File: src/asc_pkg.sv
// constants shared by the synchronous channel port design
package asc_pkg;

  // ----------------------------------------------------------------
  // clocking and rate generation
  // ----------------------------------------------------------------
  localparam int unsigned CLK_HZ = 100_000_000;
  localparam int unsigned REF_HZ = 4_096_000;
  localparam int unsigned EXT_X16_MAX_HZ = 2_100_000;
  localparam int unsigned EXT_BPS_MAX = 128_000;
  localparam int unsigned ACC_W = 23;

  // ----------------------------------------------------------------
  // link framing
  // ----------------------------------------------------------------
  localparam logic [7:0] FLAG_WORD = 8'h7E;
  localparam logic [3:0] LEN_SHORT = 4'h8;
  localparam logic [3:0] LEN_LONG = 4'h9;
  localparam logic [3:0] BITS_PER_WINDOW = 4'h8;
  localparam logic [2:0] BACKLOG_LEVEL = 3'h2;
  localparam int unsigned FIFO_DEPTH = 4;
  localparam int unsigned WORD_W = 9;

  // ----------------------------------------------------------------
  // register map, byte addresses
  // ----------------------------------------------------------------
  localparam logic [4:0] ADR_CTRL = 5'h00;
  localparam logic [4:0] ADR_STATUS = 5'h04;
  localparam logic [4:0] ADR_TXDATA = 5'h08;
  localparam logic [4:0] ADR_RXDATA = 5'h0C;
  localparam logic [4:0] ADR_IRQ_STAT = 5'h10;
  localparam logic [4:0] ADR_IRQ_MASK = 5'h14;
  localparam logic [4:0] CTRL_RESET = 5'h00;
  localparam int unsigned CTRL_MODE_BIT = 0;
  localparam int unsigned CTRL_RATE_LSB = 1;
  localparam int unsigned CTRL_LEN_BIT = 4;
  localparam int unsigned IRQ_RX_WORD = 0;
  localparam int unsigned IRQ_FRAMED = 1;
  localparam int unsigned IRQ_OVERRUN = 2;
  localparam int unsigned IRQ_TX_EMPTY = 3;

  // x16 sampling rate for each divided rate code
  function automatic logic [ACC_W-1:0] x16_step(input logic [2:0] code);
    case (code)
      3'h1: x16_step = 23'd614400;
      3'h2: x16_step = 23'd307200;
      3'h3: x16_step = 23'd153600;
      3'h4: x16_step = 23'd76800;
      3'h5: x16_step = 23'd38400;
      3'h6: x16_step = 23'd19200;
      3'h7: x16_step = 23'd4800;
      default: x16_step = 23'd0;
    endcase
  endfunction : x16_step

endpackage : asc_pkg

File: src/asc_sync.sv
// two-flop synchroniser with a third stage for edge detection
`timescale 1ns/10ps
`default_nettype none
module asc_sync #(
  parameter int unsigned W = 5
) (
  input wire logic clk_i,
  input wire logic rst_i,
  input wire logic [W-1:0] d_i,
  output logic [W-1:0] q_o,
  output logic [W-1:0] prev_o
);

  logic [W-1:0] meta_r;
  logic [W-1:0] q_r;
  logic [W-1:0] prev_r;

  // ----------------------------------------------------------------
  // stages; meta_r feeds q_r only
  // ----------------------------------------------------------------
  always_ff @(posedge clk_i) begin
    if (rst_i) begin
      meta_r <= '0;
      q_r <= '0;
      prev_r <= '0;
    end else begin
      meta_r <= d_i;
      q_r <= meta_r;
      prev_r <= q_r;
    end
  end

  assign q_o = q_r;
  assign prev_o = prev_r;

endmodule : asc_sync
`default_nettype wire

File: src/asc_rate_gen.sv
// x16 sampling enable from the rate reference input
`timescale 1ns/10ps
`default_nettype none
module asc_rate_gen (
  input wire logic clk_i,
  input wire logic rst_i,
  input wire logic ref_edge_i,
  input wire logic [2:0] rate_sel_i,
  output logic x16_o
);

  logic [asc_pkg::ACC_W-1:0] acc_r;
  logic [asc_pkg::ACC_W-1:0] acc_nxt;
  logic [asc_pkg::ACC_W:0] sum;
  logic x16_r;
  logic x16_nxt;

  // ----------------------------------------------------------------
  // fractional divider: exact on average, jitter of one ref period
  // ----------------------------------------------------------------
  always_comb begin
    acc_nxt = acc_r;
    x16_nxt = 1'b0;
    sum = {1'b0, acc_r} + {1'b0, asc_pkg::x16_step(rate_sel_i)};
    if (ref_edge_i) begin
      if (rate_sel_i == 3'h0) begin
        x16_nxt = 1'b1;
      end else if (sum >= (asc_pkg::ACC_W+1)'(asc_pkg::REF_HZ)) begin
        acc_nxt = asc_pkg::ACC_W'(sum - (asc_pkg::ACC_W+1)'(asc_pkg::REF_HZ));
        x16_nxt = 1'b1;
      end else begin
        acc_nxt = asc_pkg::ACC_W'(sum);
      end
    end
  end

  always_ff @(posedge clk_i) begin
    if (rst_i) begin
      acc_r <= '0;
      x16_r <= 1'b0;
    end else begin
      acc_r <= acc_nxt;
      x16_r <= x16_nxt;
    end
  end

  assign x16_o = x16_r;

endmodule : asc_rate_gen
`default_nettype wire

File: src/asc_port.sv
// synchronous channel port with wishbone registers and rate generator
// Notes on behaviour
// - reset low empties both fifos, drives backlog and framing flags low
// - after reset no received word enters the rx fifo before a flag
// - input bits are captured on data clock falls only inside input window; the code also samples at window open with clock low or close with clock high
// - rate code zero uses the reference clock directly as x16 clock
// - codes one to seven divide a 4.096 MHz reference to x16 rates
// - edge mode low samples when data clock low meets input window high
// - edge mode low advances output when data clock and window stop both high
// - edge mode high samples on falling edge of data clock and input window
// - serial output driven only while the output window enable is high
// - edge mode low shows a new bit after each clock fall in the window
// - edge mode high shows a new bit after each of the first eight clock rises in the window
// - edge mode low keeps a pending bit for the next window's first bit
// - framing flag word is 01111110
// - edge mode high sends at most eight bits per output window
// - word length select picks nine-bit words high, eight-bit low
//
// The Wishbone register port and the register addresses were left to the implementer.
`timescale 1ns/10ps
`default_nettype none
module asc_port (
  input wire logic clk_i,
  input wire logic rst_i,
  input wire logic [4:0] adr_i,
  input wire logic [31:0] dat_i,
  output logic [31:0] dat_o,
  input wire logic we_i,
  input wire logic [3:0] sel_i,
  input wire logic cyc_i,
  input wire logic stb_i,
  output logic ack_o,
  input wire logic reset_n_i,
  input wire logic sync_bit_clock_i,
  input wire logic input_window_enable_i,
  input wire logic output_window_enable_i,
  input wire logic sync_serial_in_i,
  output logic sync_serial_out_o,
  output logic sync_serial_out_oe_n_o,
  input wire logic rate_reference_clock_i,
  output logic x16_sampling_clock_o,
  output logic tx_backlog_flag_o,
  output logic rx_framing_flag_o,
  output logic irq_o
);

  // ----------------------------------------------------------------
  // state
  // ----------------------------------------------------------------
  typedef struct packed {
    logic [3:0][8:0] txm;
    logic [1:0] twp;
    logic [1:0] trp;
    logic [2:0] tcnt;
    logic [3:0][8:0] rxm;
    logic [1:0] rwp;
    logic [1:0] rrp;
    logic [2:0] rcnt;
    logic [8:0] tsh;
    logic [3:0] tleft;
    logic tout;
    logic [3:0] wbits;
    logic [7:0] hunt;
    logic framed;
    logic [8:0] rword;
    logic [3:0] rbits;
    logic [4:0] ctrl;
    logic [3:0] ists;
    logic [3:0] imask;
    logic ack;
    logic [31:0] rdat;
    logic oe;
  } asc_state_t;

  asc_state_t s_r;
  asc_state_t s_nxt;

  logic [4:0] lnk_q;
  logic [4:0] lnk_p;
  logic dc, input_window_enable, output_window_enable, din, refc;
  logic dcp, diep, doep, refp;

  // ----------------------------------------------------------------
  // link input synchroniser and rate generator
  // ----------------------------------------------------------------
  asc_sync #(
    .W(5)
  ) u_sync (
    .clk_i(clk_i),
    .rst_i(rst_i),
    .d_i({rate_reference_clock_i, sync_serial_in_i, output_window_enable_i,
          input_window_enable_i, sync_bit_clock_i}),
    .q_o(lnk_q),
    .prev_o(lnk_p)
  );

  // strobe edges come from synchronised samples only
  assign {refc, din, output_window_enable, input_window_enable, dc} = lnk_q;
  assign {refp, dcp} = {lnk_p[4], lnk_p[0]};
  assign diep = lnk_p[1];
  assign doep = lnk_p[2];

  asc_rate_gen u_rate (
    .clk_i(clk_i),
    .rst_i(rst_i),
    .ref_edge_i(refc & ~refp),
    .rate_sel_i(s_r.ctrl[asc_pkg::CTRL_RATE_LSB +: 3]),
    .x16_o(x16_sampling_clock_o)
  );

  // ----------------------------------------------------------------
  // next state
  // ----------------------------------------------------------------
  logic hold;
  logic mode;
  logic [3:0] len;
  logic rx_evt;
  logic tx_adv;
  logic t_push, t_pop, r_push, r_pop;
  logic bus_go;
  logic [3:0] ev;
  logic [3:0] clr;
  logic [8:0] wnew;

  always_comb begin
    s_nxt = s_r;
    hold = ~reset_n_i;
    mode = s_r.ctrl[asc_pkg::CTRL_MODE_BIT];
    len = s_r.ctrl[asc_pkg::CTRL_LEN_BIT] ? asc_pkg::LEN_LONG : asc_pkg::LEN_SHORT;
    bus_go = cyc_i & stb_i & ~s_r.ack;
    t_push = 1'b0;
    t_pop = 1'b0;
    r_push = 1'b0;
    r_pop = 1'b0;
    ev = 4'h0;
    clr = 4'h0;
    wnew = s_r.rword;
    s_nxt.ack = bus_go;

    // receive strobe per edge mode
    if (mode) begin
      rx_evt = (dcp & diep) & ~(dc & input_window_enable);
    end else begin
      rx_evt = (~dc & input_window_enable) & ~(~dcp & diep);
    end

    // transmit advance per edge mode; window close with clock low keeps the bit
    if (mode) begin
      tx_adv = dc & ~dcp & output_window_enable & (s_r.wbits < asc_pkg::BITS_PER_WINDOW);
    end else begin
      tx_adv = (dcp & doep) & ~(dc & output_window_enable);
    end

    // window bit counter restarts when the output window opens
    if (output_window_enable & ~doep) begin
      s_nxt.wbits = 4'h0;
    end else if (tx_adv) begin
      s_nxt.wbits = s_r.wbits + 4'h1;
    end

    // output drive follows the window; forced off while held in reset
    s_nxt.oe = output_window_enable & ~hold;

    // transmit shifter: data words from the fifo, flags when it is empty
    if (tx_adv) begin
      if (mode) begin
        s_nxt.tout = s_r.tsh[0];
      end
      if (s_r.tleft > 4'h1) begin
        s_nxt.tsh = {1'b0, s_r.tsh[8:1]};
        s_nxt.tleft = s_r.tleft - 4'h1;
      end else if (s_r.tcnt != 3'h0) begin
        s_nxt.tsh = s_r.txm[s_r.trp];
        s_nxt.tleft = len;
        t_pop = 1'b1;
      end else begin
        s_nxt.tsh = {1'b0, asc_pkg::FLAG_WORD};
        s_nxt.tleft = asc_pkg::LEN_SHORT;
      end
    end
    if (!mode) begin
      s_nxt.tout = s_nxt.tsh[0];
    end

    // receiver: hunt for a flag, then assemble words of the selected length
    if (rx_evt) begin
      s_nxt.hunt = {din, s_r.hunt[7:1]};
      if (!s_r.framed) begin
        if (s_nxt.hunt == asc_pkg::FLAG_WORD) begin
          s_nxt.framed = 1'b1;
          s_nxt.rbits = 4'h0;
          ev[asc_pkg::IRQ_FRAMED] = 1'b1;
        end
      end else begin
        wnew = {din, s_r.rword[8:1]};
        if (s_r.rbits + 4'h1 == len) begin
          s_nxt.rbits = 4'h0;
          s_nxt.rword = '0;
          if (len == asc_pkg::LEN_SHORT) begin
            wnew = {1'b0, wnew[8:1]};
          end
          // a flag between eight-bit words carries no data
          if (!(len == asc_pkg::LEN_SHORT && wnew[7:0] == asc_pkg::FLAG_WORD)) begin
            r_push = 1'b1;
          end
        end else begin
          s_nxt.rbits = s_r.rbits + 4'h1;
          s_nxt.rword = wnew;
        end
      end
    end

    // register writes
    if (bus_go && we_i) begin
      if (adr_i == asc_pkg::ADR_CTRL) begin
        if (sel_i[0]) begin
          s_nxt.ctrl = dat_i[4:0];
        end
      end else if (adr_i == asc_pkg::ADR_TXDATA) begin
        // write to a full fifo is dropped; software polls the status depth
        t_push = sel_i[0] & (s_r.tcnt != 3'(asc_pkg::FIFO_DEPTH));
      end else if (adr_i == asc_pkg::ADR_IRQ_MASK) begin
        if (sel_i[0]) begin
          s_nxt.imask = dat_i[3:0];
        end
      end
    end

    // register reads; data is registered with the acknowledge
    s_nxt.rdat = 32'h0000_0000;
    if (bus_go && !we_i) begin
      if (adr_i == asc_pkg::ADR_CTRL) begin
        s_nxt.rdat = {27'h0, s_r.ctrl};
      end else if (adr_i == asc_pkg::ADR_STATUS) begin
        s_nxt.rdat = {24'h0, s_r.rcnt, s_r.tcnt, s_r.tcnt >= asc_pkg::BACKLOG_LEVEL,
                      s_r.framed};
      end else if (adr_i == asc_pkg::ADR_RXDATA) begin
        // an empty fifo reads zero so stale words never leak after a flush
        s_nxt.rdat = {22'h0, s_r.rcnt != 3'h0, (s_r.rcnt != 3'h0) ? s_r.rxm[s_r.rrp] : 9'h000};
        r_pop = s_r.rcnt != 3'h0;
      end else if (adr_i == asc_pkg::ADR_IRQ_STAT) begin
        s_nxt.rdat = {28'h0, s_r.ists};
        clr = s_r.ists;
      end else if (adr_i == asc_pkg::ADR_IRQ_MASK) begin
        s_nxt.rdat = {28'h0, s_r.imask};
      end
    end

    // tx fifo
    if (t_push) begin
      s_nxt.txm[s_r.twp] = dat_i[8:0];
      s_nxt.twp = s_r.twp + 2'h1;
    end
    if (t_pop) begin
      s_nxt.trp = s_r.trp + 2'h1;
      if (s_r.tcnt == 3'h1 && !t_push) begin
        ev[asc_pkg::IRQ_TX_EMPTY] = 1'b1;
      end
    end
    s_nxt.tcnt = s_r.tcnt + 3'(t_push) - 3'(t_pop);

    // rx fifo; when full the newest slot is overwritten
    if (r_push) begin
      ev[asc_pkg::IRQ_RX_WORD] = 1'b1;
      if (s_r.rcnt == 3'(asc_pkg::FIFO_DEPTH) && !r_pop) begin
        s_nxt.rxm[s_r.rwp - 2'h1] = wnew;
        ev[asc_pkg::IRQ_OVERRUN] = 1'b1;
        r_push = 1'b0;
      end else begin
        s_nxt.rxm[s_r.rwp] = wnew;
        s_nxt.rwp = s_r.rwp + 2'h1;
      end
    end
    if (r_pop) begin
      s_nxt.rrp = s_r.rrp + 2'h1;
    end
    s_nxt.rcnt = s_r.rcnt + 3'(r_push) - 3'(r_pop);

    // sticky events; a new event wins over the read clear
    s_nxt.ists = (s_r.ists & ~clr) | ev;

    // device reset pin holds the channel idle
    if (hold) begin
      s_nxt.twp = 2'h0;
      s_nxt.trp = 2'h0;
      s_nxt.tcnt = 3'h0;
      s_nxt.rwp = 2'h0;
      s_nxt.rrp = 2'h0;
      s_nxt.rcnt = 3'h0;
      s_nxt.framed = 1'b0;
      s_nxt.hunt = 8'h00;
      s_nxt.rbits = 4'h0;
      s_nxt.rword = '0;
      s_nxt.tsh = {1'b0, asc_pkg::FLAG_WORD};
      s_nxt.tleft = asc_pkg::LEN_SHORT;
    end
  end

  // ----------------------------------------------------------------
  // state register
  // ----------------------------------------------------------------
  always_ff @(posedge clk_i) begin
    if (rst_i) begin
      s_r <= '0;
      s_r.tsh <= {1'b0, asc_pkg::FLAG_WORD};
      s_r.tleft <= asc_pkg::LEN_SHORT;
      s_r.ctrl <= asc_pkg::CTRL_RESET;
    end else begin
      s_r <= s_nxt;
    end
  end

  // ----------------------------------------------------------------
  // outputs
  // ----------------------------------------------------------------
  assign dat_o = s_r.rdat;
  assign ack_o = s_r.ack;
  assign sync_serial_out_o = s_r.tout;
  assign sync_serial_out_oe_n_o = ~s_r.oe;
  // flags are low while held; backlog high means fewer than two words queued
  assign tx_backlog_flag_o = reset_n_i & (s_r.tcnt < asc_pkg::BACKLOG_LEVEL);
  assign rx_framing_flag_o = reset_n_i & s_r.framed;
  assign irq_o = |(s_r.ists & s_r.imask);

endmodule : asc_port
`default_nettype wire

File: config.mk
export PLATFORM = sky130hd
export DESIGN_NAME = asc_port
export DESIGN_NICKNAME = d
export VERILOG_FILES = /design/src/asc_pkg.sv /design/src/asc_sync.sv /design/src/asc_rate_gen.sv /design/src/asc_port.sv
export SDC_FILE = /design/constraint.sdc
export NUM_CORES = 1
export LEC_CHECK = 0
export BUFFER_PORTS_ARGS = -buffer_cell sky130_fd_sc_hd__buf_2
export CAP_MARGIN = 20
export CORE_ASPECT_RATIO = 1.2
export CORE_MARGIN = 2
export CORE_UTILIZATION = 50
export CTS_CLUSTER_DIAMETER = 80
export DETAILED_ROUTE_END_ITERATION = 16
export PLACE_DENSITY = 0.72
export REMOVE_ABC_BUFFERS = 1
export SETUP_SLACK_MARGIN = 0.02
export SYNTH_ARGS = -nofsm -noshare
export SYNTH_HDL_FRONTEND = slang
export SYNTH_SLANG_ARGS = --single-unit
export TNS_END_PERCENT = 50
File: constraint.sdc
create_clock -name clk_i -period 3.5 [get_ports clk_i]
set_input_delay 0.35 -clock clk_i [delete_from_list [all_inputs] [get_ports clk_i]]
set_output_delay 0.35 -clock clk_i [all_outputs]
set_load 0.05 [all_outputs]
# Word level (Yosys, flattened, before mapping)
# Index checks and enable logic that the tools add are counted.
[word_totals]
register_bits = 212
input_bits = 52
elab_cells = 226
[classes]
add_sub_neg = 14
n_lt_le_gt_ge = 13
n_eq_ne = 20
muxes = 72
bitwise_logic = 40
reduce_logical = 30
[op_table]
columns = ["cell", "count"]
rows = [
  ["one-hot mux 20 bit (7 select lines)", 1],
  ["2-to-1 mux 9 bit", 13],
  ["bitwise mux 36 bit", 3],
  ["demux 9 bit (select 2 bit)", 3],
  ["2-to-1 mux 13 bit", 3],
  ["binary-select mux 9 bit (select 2 bit)", 2],
  ["2-to-1 mux 36 bit", 1],
  ["2-to-1 mux 4 bit", 9],
  ["2-to-1 mux 1 bit", 32],
  ["adder 23 x 20 -> 24 bit", 1],
  [">= comparator 24 x 22 -> 1 bit (second input constant)", 1],
  ["2-to-1 mux 23 bit", 1],
  ["subtractor 23 x 22 -> 23 bit (second input constant)", 1],
  ["bitwise AND 1 bit", 20],
  ["== test 8 x 7 -> 1 bit (second input constant)", 2],
  ["inverter 1 bit", 16],
  ["== test 3 bit (second input constant)", 5],
  ["< comparator 2 x 3 -> 1 bit (second input constant)", 5],
  ["== test 5 x 4 -> 1 bit (second input constant)", 2],
  ["== test 5 bit (second input constant)", 2],
  ["2-to-1 mux 10 bit", 1],
  ["adder 2 x 1 -> 2 bit (second input constant)", 4],
  ["adder 4 x 1 -> 4 bit (second input constant)", 2],
  ["bitwise AND 4 bit", 2],
  ["34 further kinds", 57],
]

# Longest topological paths before layout
# Gate-level depths: netlist of the first run.
[depth]
ltp_word = 15
depth_mapped = 16
mapped_depth_nobuf = 14

# By module
# A second synthesis of the first run with hierarchy kept.
[unflattened]
hier_cells = 994
area_unflattened_um2 = 9367.7
[by_module_without_submodules]
columns = ["module", "n_inst", "cells_per_inst", "area_per_inst_um2", "seq_area_each_um2"]
rows = [
  ["asc_port", 1, 741, 7189.4, 3002.9],
  ["asc_rate_gen", 1, 222, 1745.4, 360.3],
  ["asc_sync", 1, 31, 432.9, 300.3],
]

# Least setup slack after synthesis of the first run
# No wires, ideal clock.
[synth_timing]
path_kind = "register to register"
startpoint = "register s_r[44] in the netlist's numbering"
endpoint = "register u_rate.acc_r[16] in the netlist's numbering"
arrival_time_ns = 3.506
slack_ns = -0.076
stages_incl_launch_ff = 15
path_buffers = 1
synth_period_minus_slack_ns = 3.576
cell_sequence = "dfxtp_1 > clkbuf_1 > inv_1 > nor2_1 > ha_1 > inv_1 > fa_1 > nand2b_1 > a21o_1 > a211o_1 > a211oi_1 > mux2_2 > a31oi_1 > mux2_2 > a21oi_1"
[synth_via]
elab_chain_len = 5
elab_cells_between_ends = 15
[synth_rtl]
columns = ["element", "line_no", "text"]
rows = [
  ["from (decl)", "asc_port.sv:75", "asc_state_t s_r;"],
  ["from (signal assigned)", "asc_port.sv:309", "s_r <= s_nxt;"],
  ["== test 3 bit (tied with other cells)", "asc_pkg.sv:44", "case (code)"],
  ["one-hot mux 20 bit (7 select lines)", "asc_pkg.sv:44", ""],
  ["adder 23 x 20 -> 24 bit", "asc_rate_gen.sv:24", "sum = {1'b0, acc_r} + {1'b0, asc_pkg::x16_step(rate_sel_i)};"],
  ["subtractor 23 x 22 -> 23 bit / >= comparator 24 x 22 -> 1 bit (equally long branches)", "asc_rate_gen.sv:29, asc_rate_gen.sv:28", ""],
  ["2-to-1 mux 23 bit", "asc_rate_gen.sv:28", "end else if (sum >= (asc_pkg::ACC_W+1)'(asc_pkg::REF_HZ)) begin"],
  ["to (signal assigned)", "asc_rate_gen.sv:42", "acc_r <= acc_nxt;"],
  ["to (decl)", "asc_rate_gen.sv:12", "logic [asc_pkg::ACC_W-1:0] acc_r;"],
]
# Parallel ways exist; a longest one is shown, timed or not.
# A chain may end at the register's enable or synchronous reset.

# Worst setup path in the final report of the first run
[layout_timing]
startpoint = "register s_r[43] in the netlist's numbering"
endpoint = "register u_rate.acc_r[20] in the netlist's numbering"
# Same word-level chain as after synthesis.

==> metrics.txt, run 1 <==
Yosys top cell area share=39.37%; filler cell count=1616; clock buffer count from CTS=17; clock period minus worst slack=3491 ps; Buf/Inv on CP=2; Area growth syn-to-layout=13.40%; total of max-cap violations=0; slowest cell on the critical path=a2111oi_1; FF+latch count, synth=182; core region area=18170 µm²; Root Buffer=clkbuf_16; htree depth=4; R2R cell count=13; Post-synth EDFFs=0; Tot GR Track Use=21.92%; Syn. warnings=0; Post-Layout Cell Count=1323; Vias=7470; Tcrit/Tclk final=99.74%; fin. max-slew vios=0; Fin Hold WS=125.3 ps; Mapped Area=9254 µm²; Fmax=0.2865 GHz; fin util=57.74%; Synth area leaders=dfxtp_1 39%, mux2i_1 7.6%, nand2_1 5.4%, a21oi_1 5.2%, ha_1 4.6%; Largest stage delay, worst path=560 ps; ys async rst share=0%; Worst Path Max Fanout=6; worst r2r src=s_r[43]$_SDFFE_PP0P_; RSZ-0062 raised after global routing=yes; Pre-antenna DRT Iters=5; maximum vdd drop=358.8 µV; total power=4.367 mW; Worst R2R Setup Slack=9 ps; Leakage=3.954 nW; post-DP HPWL=14640 µm; Placer Congestion=0.8556; CP Capture Point=u_rate.acc_r[20]$_SDFFE_PP0P_; Crit path depth=13; Clk Latency, worst-skew pair=430 ps; outcome=completed; hold buffers post-CTS=0; clk_skew=6.221 ps; Final setup viols=0; diode count=0; vias in the first global route=7160; Initial Util=50.92%; CP arrival=3850 ps; Reg clk slew, reported paths=60 ps; Clock Sinks=182; Synth Flop Type=dfxtp_1; grt ovf=0; Finished Cell Area=10490 µm²; Slew @ Worst Pin=970.8 ps; placed cell area=9678 µm²; Die Area=19620 µm²; CP top delay family=compound AO/OA/AOI/OAI gates; largest net degree at the start of global routing=94; maximum clock insertion buffer count=2; Crit path top cell by count=buf_4; Post-Place Cells=1288; Vert. Die Dim=153.0 µm; Layout Nets=1175; fraction of layout cells with a size suffix above 1=17.29%; TritonCTS clock tree=done; drc violations=0; RR Endpoint=u_rate.acc_r[20]$_SDFFE_PP0P_; first-pass GRT wire length=34760 µm; Critical Path, Cell by Cell=nand2b_1 -> buf_4 -> o21ai_1 -> ha_1 -> a21o_1 -> a2111oi_1 -> a211o_1 -> nor3_1 -> a2111oi_4 -> buf_4 -> mux2i_1 -> or4_1 -> a21oi_1; syn_area_per_cell=8.881 µm²; Die W=128.2 µm; Syn Inst Count=1042; vias per inst=5.646; Distinct cells, synth=80; antenna violations before repair=0; first-iteration detailed-routing DRC count=463; crit path kind=flop to flop; PwrDens=416.2 nW/µm²; critical path startpoint=s_r[43]$_SDFFE_PP0P_; ANT nets after route=0; WL/cell=16.20 µm; row cnt=54; Yosys top cell by area=dfxtp_1; Seq/Total Area, Yosys=39.37%; CP Capture Type=flop; CP required=3860 ps; Hold Crit Class=input pin to flop; CP Launch Type=flop; Top-Level Pins=91; Port Buffers=42; Final Hold Vio Count=0; final wirelength=21430 µm; max_slew headroom=35.28%
through the flow:
| stage | setup slack, ps | setup TNS, ps |
|---|---|---|
| finish | 9.145 | 0 |
| global route | -86.52 | -276.0 |
| CTS | 11.89 | 0 |
| detailed placement | 44.10 | 0 |
| global placement | 48.92 | 0 |
| floorplan | -783.0 | -1605 |
what timing repair did:
| item | 4_1_cts | 5_1_grt |
|---|---|---|
| gates cloned | 0 | 0 |
| buffers inserted | 0 | 3 |
| pin swaps | 0 | 10 |
| resized for setup | 2 | 36 |
| endpoints found under the setup margin | 4 | 8 |
metal layers:
layer,GRT usage [%],share of wire (%),vias to the layer above
li1,-,-,3693
met1,26.11,42,3583
met2,39.03,52,159
met3,4.200,3.8,35
met4,7.640,2.4,0
met5,0,0,-
cell usage after synthesis (all sizes together), types with 9 or more instances:
cell,n
buf,43
nand2b,12
xnor2,15
nor3,12
o21ai,33
mux2i,70
inv,29
nand2,133
a22oi,14
nor2,117
clkbuf,40
and2,15
ha,34
o211ai,12
a211oi,10
nand3,23
mux4,18
nor2b,18
dfxtp,182
or3,9
a21oi,97
cells by family (layout without fill, tap and decap cells):
kind of cell | count (synthesis) | after routing | synth area share [%]
and+or+nand+nor | 376 | 376 | 19.12
AOI/OAI and AO/OA | 218 | 218 | 15.22
DFF | 182 | 182 | 39.37
buffers and inverters | 114 | 150 | 6.504
muxes | 91 | 91 | 12.32
adders and majority gates | 37 | 37 | 5.246
xor gates and xnor gates | 23 | 23 | 2.177
other | 1 | 22 | 0.04052
registers in the layout (all words and copies together), names as in the netlist:
| signal | cells |
|---|---|
| u_sync.prev_o | 4 |
| u_rate.x16_o | 1 |
| s_r | 137 |
| u_sync.meta_r | 5 |
| ack_o | 1 |
| u_rate.acc_r | 17 |
| u_sync.q_o | 5 |
| dat_o | 10 |
| mode | 1 |
| sync_serial_out_o | 1 |
layout by cell type, fill, tap and decap left out, types with 22 or more instances in the layout:
master / n
dfxtp_1: 178
nand2_1: 131
nor2_1: 110
a21oi_1: 94
mux2i_1: 70
buf_4: 47
buf_2: 41
o21ai_0: 30
ha_1: 30
inv_1: 28
nand3_1: 23
conb_1: 22
how the worst min path moves through the flow:
stage	start	end	cells past startpoint
final	sync_serial_in_i	u_sync.meta_r[3]$_SDFF_PP0_	2
after CTS	sync_serial_in_i	u_sync.meta_r[3]$_SDFF_PP0_	2
after floorplan	u_sync.meta_r[0]$_SDFF_PP0_	u_sync.q_o[0]$_SDFF_PP0_	1
after detailed placement	u_sync.meta_r[1]$_SDFF_PP0_	u_sync.q_o[1]$_SDFF_PP0_	1
after global placement	u_sync.meta_r[3]$_SDFF_PP0_	u_sync.q_o[3]$_SDFF_PP0_	1
after global routing	sync_bit_clock_i	u_sync.meta_r[0]$_SDFF_PP0_	2
report_power, final:
part	leakage (nW)	switching, mW	internal, mW
Sequential	1.47	0.00406	2.08
Combinational	2.16	0.126	0.0276
Clock	0.318	0.824	1.31
layout make-up:
cell class | instances | area (µm²) | area share [%]
sequential | 182 | 3656 | 34.84
multi-input combinational | 767 | 5233 | 49.86
timing repair buffer | 88 | 558.0 | 5.318
clock inverter | 11 | 193.9 | 1.848
tap | 224 | 280.3 | 2.671
inverter | 30 | 112.6 | 1.073
clock buffer | 21 | 460.4 | 4.388
Power figures use the tool's default switching activity.
==> inputs of run 2 (changes only) <==
--- a/config.mk
+++ b/config.mk
@@ -5,14 +5,14 @@
 export SDC_FILE = /design/constraint.sdc
 export NUM_CORES = 1
 export LEC_CHECK = 0
-export BUFFER_PORTS_ARGS = -buffer_cell sky130_fd_sc_hd__buf_2
 export CAP_MARGIN = 20
 export CORE_ASPECT_RATIO = 1.2
 export CORE_MARGIN = 2
 export CORE_UTILIZATION = 50
 export CTS_CLUSTER_DIAMETER = 80
 export DETAILED_ROUTE_END_ITERATION = 16
-export PLACE_DENSITY = 0.72
+export DONT_BUFFER_PORTS = 1
+export PLACE_DENSITY = 0.68
 export REMOVE_ABC_BUFFERS = 1
 export SETUP_SLACK_MARGIN = 0.02
 export SYNTH_ARGS = -nofsm -noshare
==> metrics.txt, run 2 (synthesized netlist as in run 1, its figures left out) <==
Reg clk slew, reported paths=70 ps; Vert. Die Dim=153.0 µm; PwrDens=393.6 nW/µm²; antenna violations before repair=0; first-pass GRT wire length=34470 µm; RSZ-0062 raised after global routing=yes; Vias=7300; most frequent cells in the layout=179 x dfxtp_1, 131 x nand2_1, 111 x nor2_1; Largest Register=s_r; diode count=0; row cnt=54; Clk Latency, worst-skew pair=430 ps; commonest non-fill, non-tap cell in the layout=dfxtp_1; Tcrit/Tclk final=96.41%; Fin Hold WS=22.07 ps; fin. max-slew vios=0; Die W=128.2 µm; htree depth=4; Root Buffer=clkbuf_16; CP Launch Type=flop; final wirelength=21350 µm; Hold Crit Class=input pin to flop; Final Hold Vio Count=0; drc violations=0; clock buffer count from CTS=17; maximum vdd drop=322.1 µV; Tot GR Track Use=22.02%; Slew @ Worst Pin=962.9 ps; CP Capture Type=flop; vias per inst=5.615; CP arrival=3740 ps; Worst Path Max Fanout=7; Area growth syn-to-layout=12.51%; Leakage=3.850 nW; fraction of layout cells with a size suffix above 1=15.80%; Fmax=0.2964 GHz; clk_skew=6.843 ps; TritonCTS clock tree=done; ANT nets after route=0; Placer Congestion=0.8453; Pre-antenna DRT Iters=5; core region area=18170 µm²; CP required=3870 ps; outcome=completed; clock period minus worst slack=3374 ps; TNS Setup=0 ps; vias in the first global route=7130; WL/cell=16.42 µm; maximum clock insertion buffer count=2; Top-Level Pins=91; Layout Nets=1152; Initial Util=50.92%; post-DP HPWL=14790 µm; Die Area=19620 µm²; max reg flops=137; Final setup viols=0; grt ovf=0; Port Buffers=0; largest net degree at the start of global routing=85; total of max-cap violations=0; max_slew headroom=35.27%; first-iteration detailed-routing DRC count=402; crit path kind=flop to flop; Clock Sinks=182
## run 2: worst max-delay path: stages (launching register included)
cell and delay, ps:
dfxtp_4 400, nand2_4 70, nor2_4 130, ha_2 200, inv_1 60, fa_2 340
nand2b_4 150, a21o_4 230, a211o_1 350, a211oi_2 260, mux2_4 330, a31oi_1 150
buf_4 180, mux2_2 330, a21oi_1 130
## run 2: worst paths after layout
| check | start | end | slack (ps) | depth (start not counted) |
|---|---|---|---|---|
| setup / recovery | s_r[45]$_SDFFE_PP0P_ | u_rate.acc_r[16]$_SDFFE_PP0P_ | 130 | 14 |
| hold / removal | rst_i | u_sync.q_o[4]$_SDFF_PP0_ | 20 | 1 |
| setup reg to reg | s_r[45]$_SDFFE_PP0P_ | u_rate.acc_r[16]$_SDFFE_PP0P_ | 130 | 14 |
| hold reg to reg | u_sync.meta_r[1]$_SDFF_PP0_ | u_sync.q_o[1]$_SDFF_PP0_ | 440 | 1 |
## run 2: report_power, final
group / total [mW] / switching, mW / internal [mW]
clock: 1.91 / 0.814 / 1.09
combinational: 0.111 / 0.0923 / 0.0187
sequential: 2.08 / 0.00586 / 2.08
## run 2: timing repair
action                                  in CTS  in global routing
setup buffers                                1                  3
hold buffers                                 1                  0
endpoints found under the hold margin       35                  0
endpoints found under the setup margin       6                  9
cloned                                       0                  0
gates resized for setup                      5                 37
pin swaps                                    1                 17
## run 2: cell type report
cell class | count | area (µm²)
flip-flops and latches | 182 | 3655
fillers | 1612 | 7764
multi-input cells | 767 | 5280
well taps | 224 | 280.3
clock buffers | 21 | 460.4
repair buffers | 65 | 500.5
inverters | 30 | 112.6
clock inverters | 11 | 122.6
## run 2: layer usage
metal / up-vias / routed length (µm) / global-route usage, %
met5: - / 0 / 0
met4: 0 / 365 / 7.483
met3: 27 / 647 / 4.340
met2: 105 / 11140 / 39.61
met1: 3527 / 9200 / 25.90
li1: 3641 / - / -
## run 2: through the flow
| stage | total power, mW | instance area (µm²) | instances | worst slack (ps) | util (%) |
|---|---|---|---|---|---|
| after floorplan | 2.213 | 8843 | 979 | -783.0 | - |
| after global placement | 2.232 | 9593 | 1263 | 26.99 | 52.78 |
| after detailed placement | 2.232 | 9593 | 1263 | -27.65 | 52.78 |
| after CTS | 4.134 | 10220 | 1297 | 31.55 | 56.24 |
| after global routing | 4.233 | 10410 | 1300 | -1.493 | 57.28 |
| final | 4.098 | 10410 | 1300 | 125.8 | 57.28 |
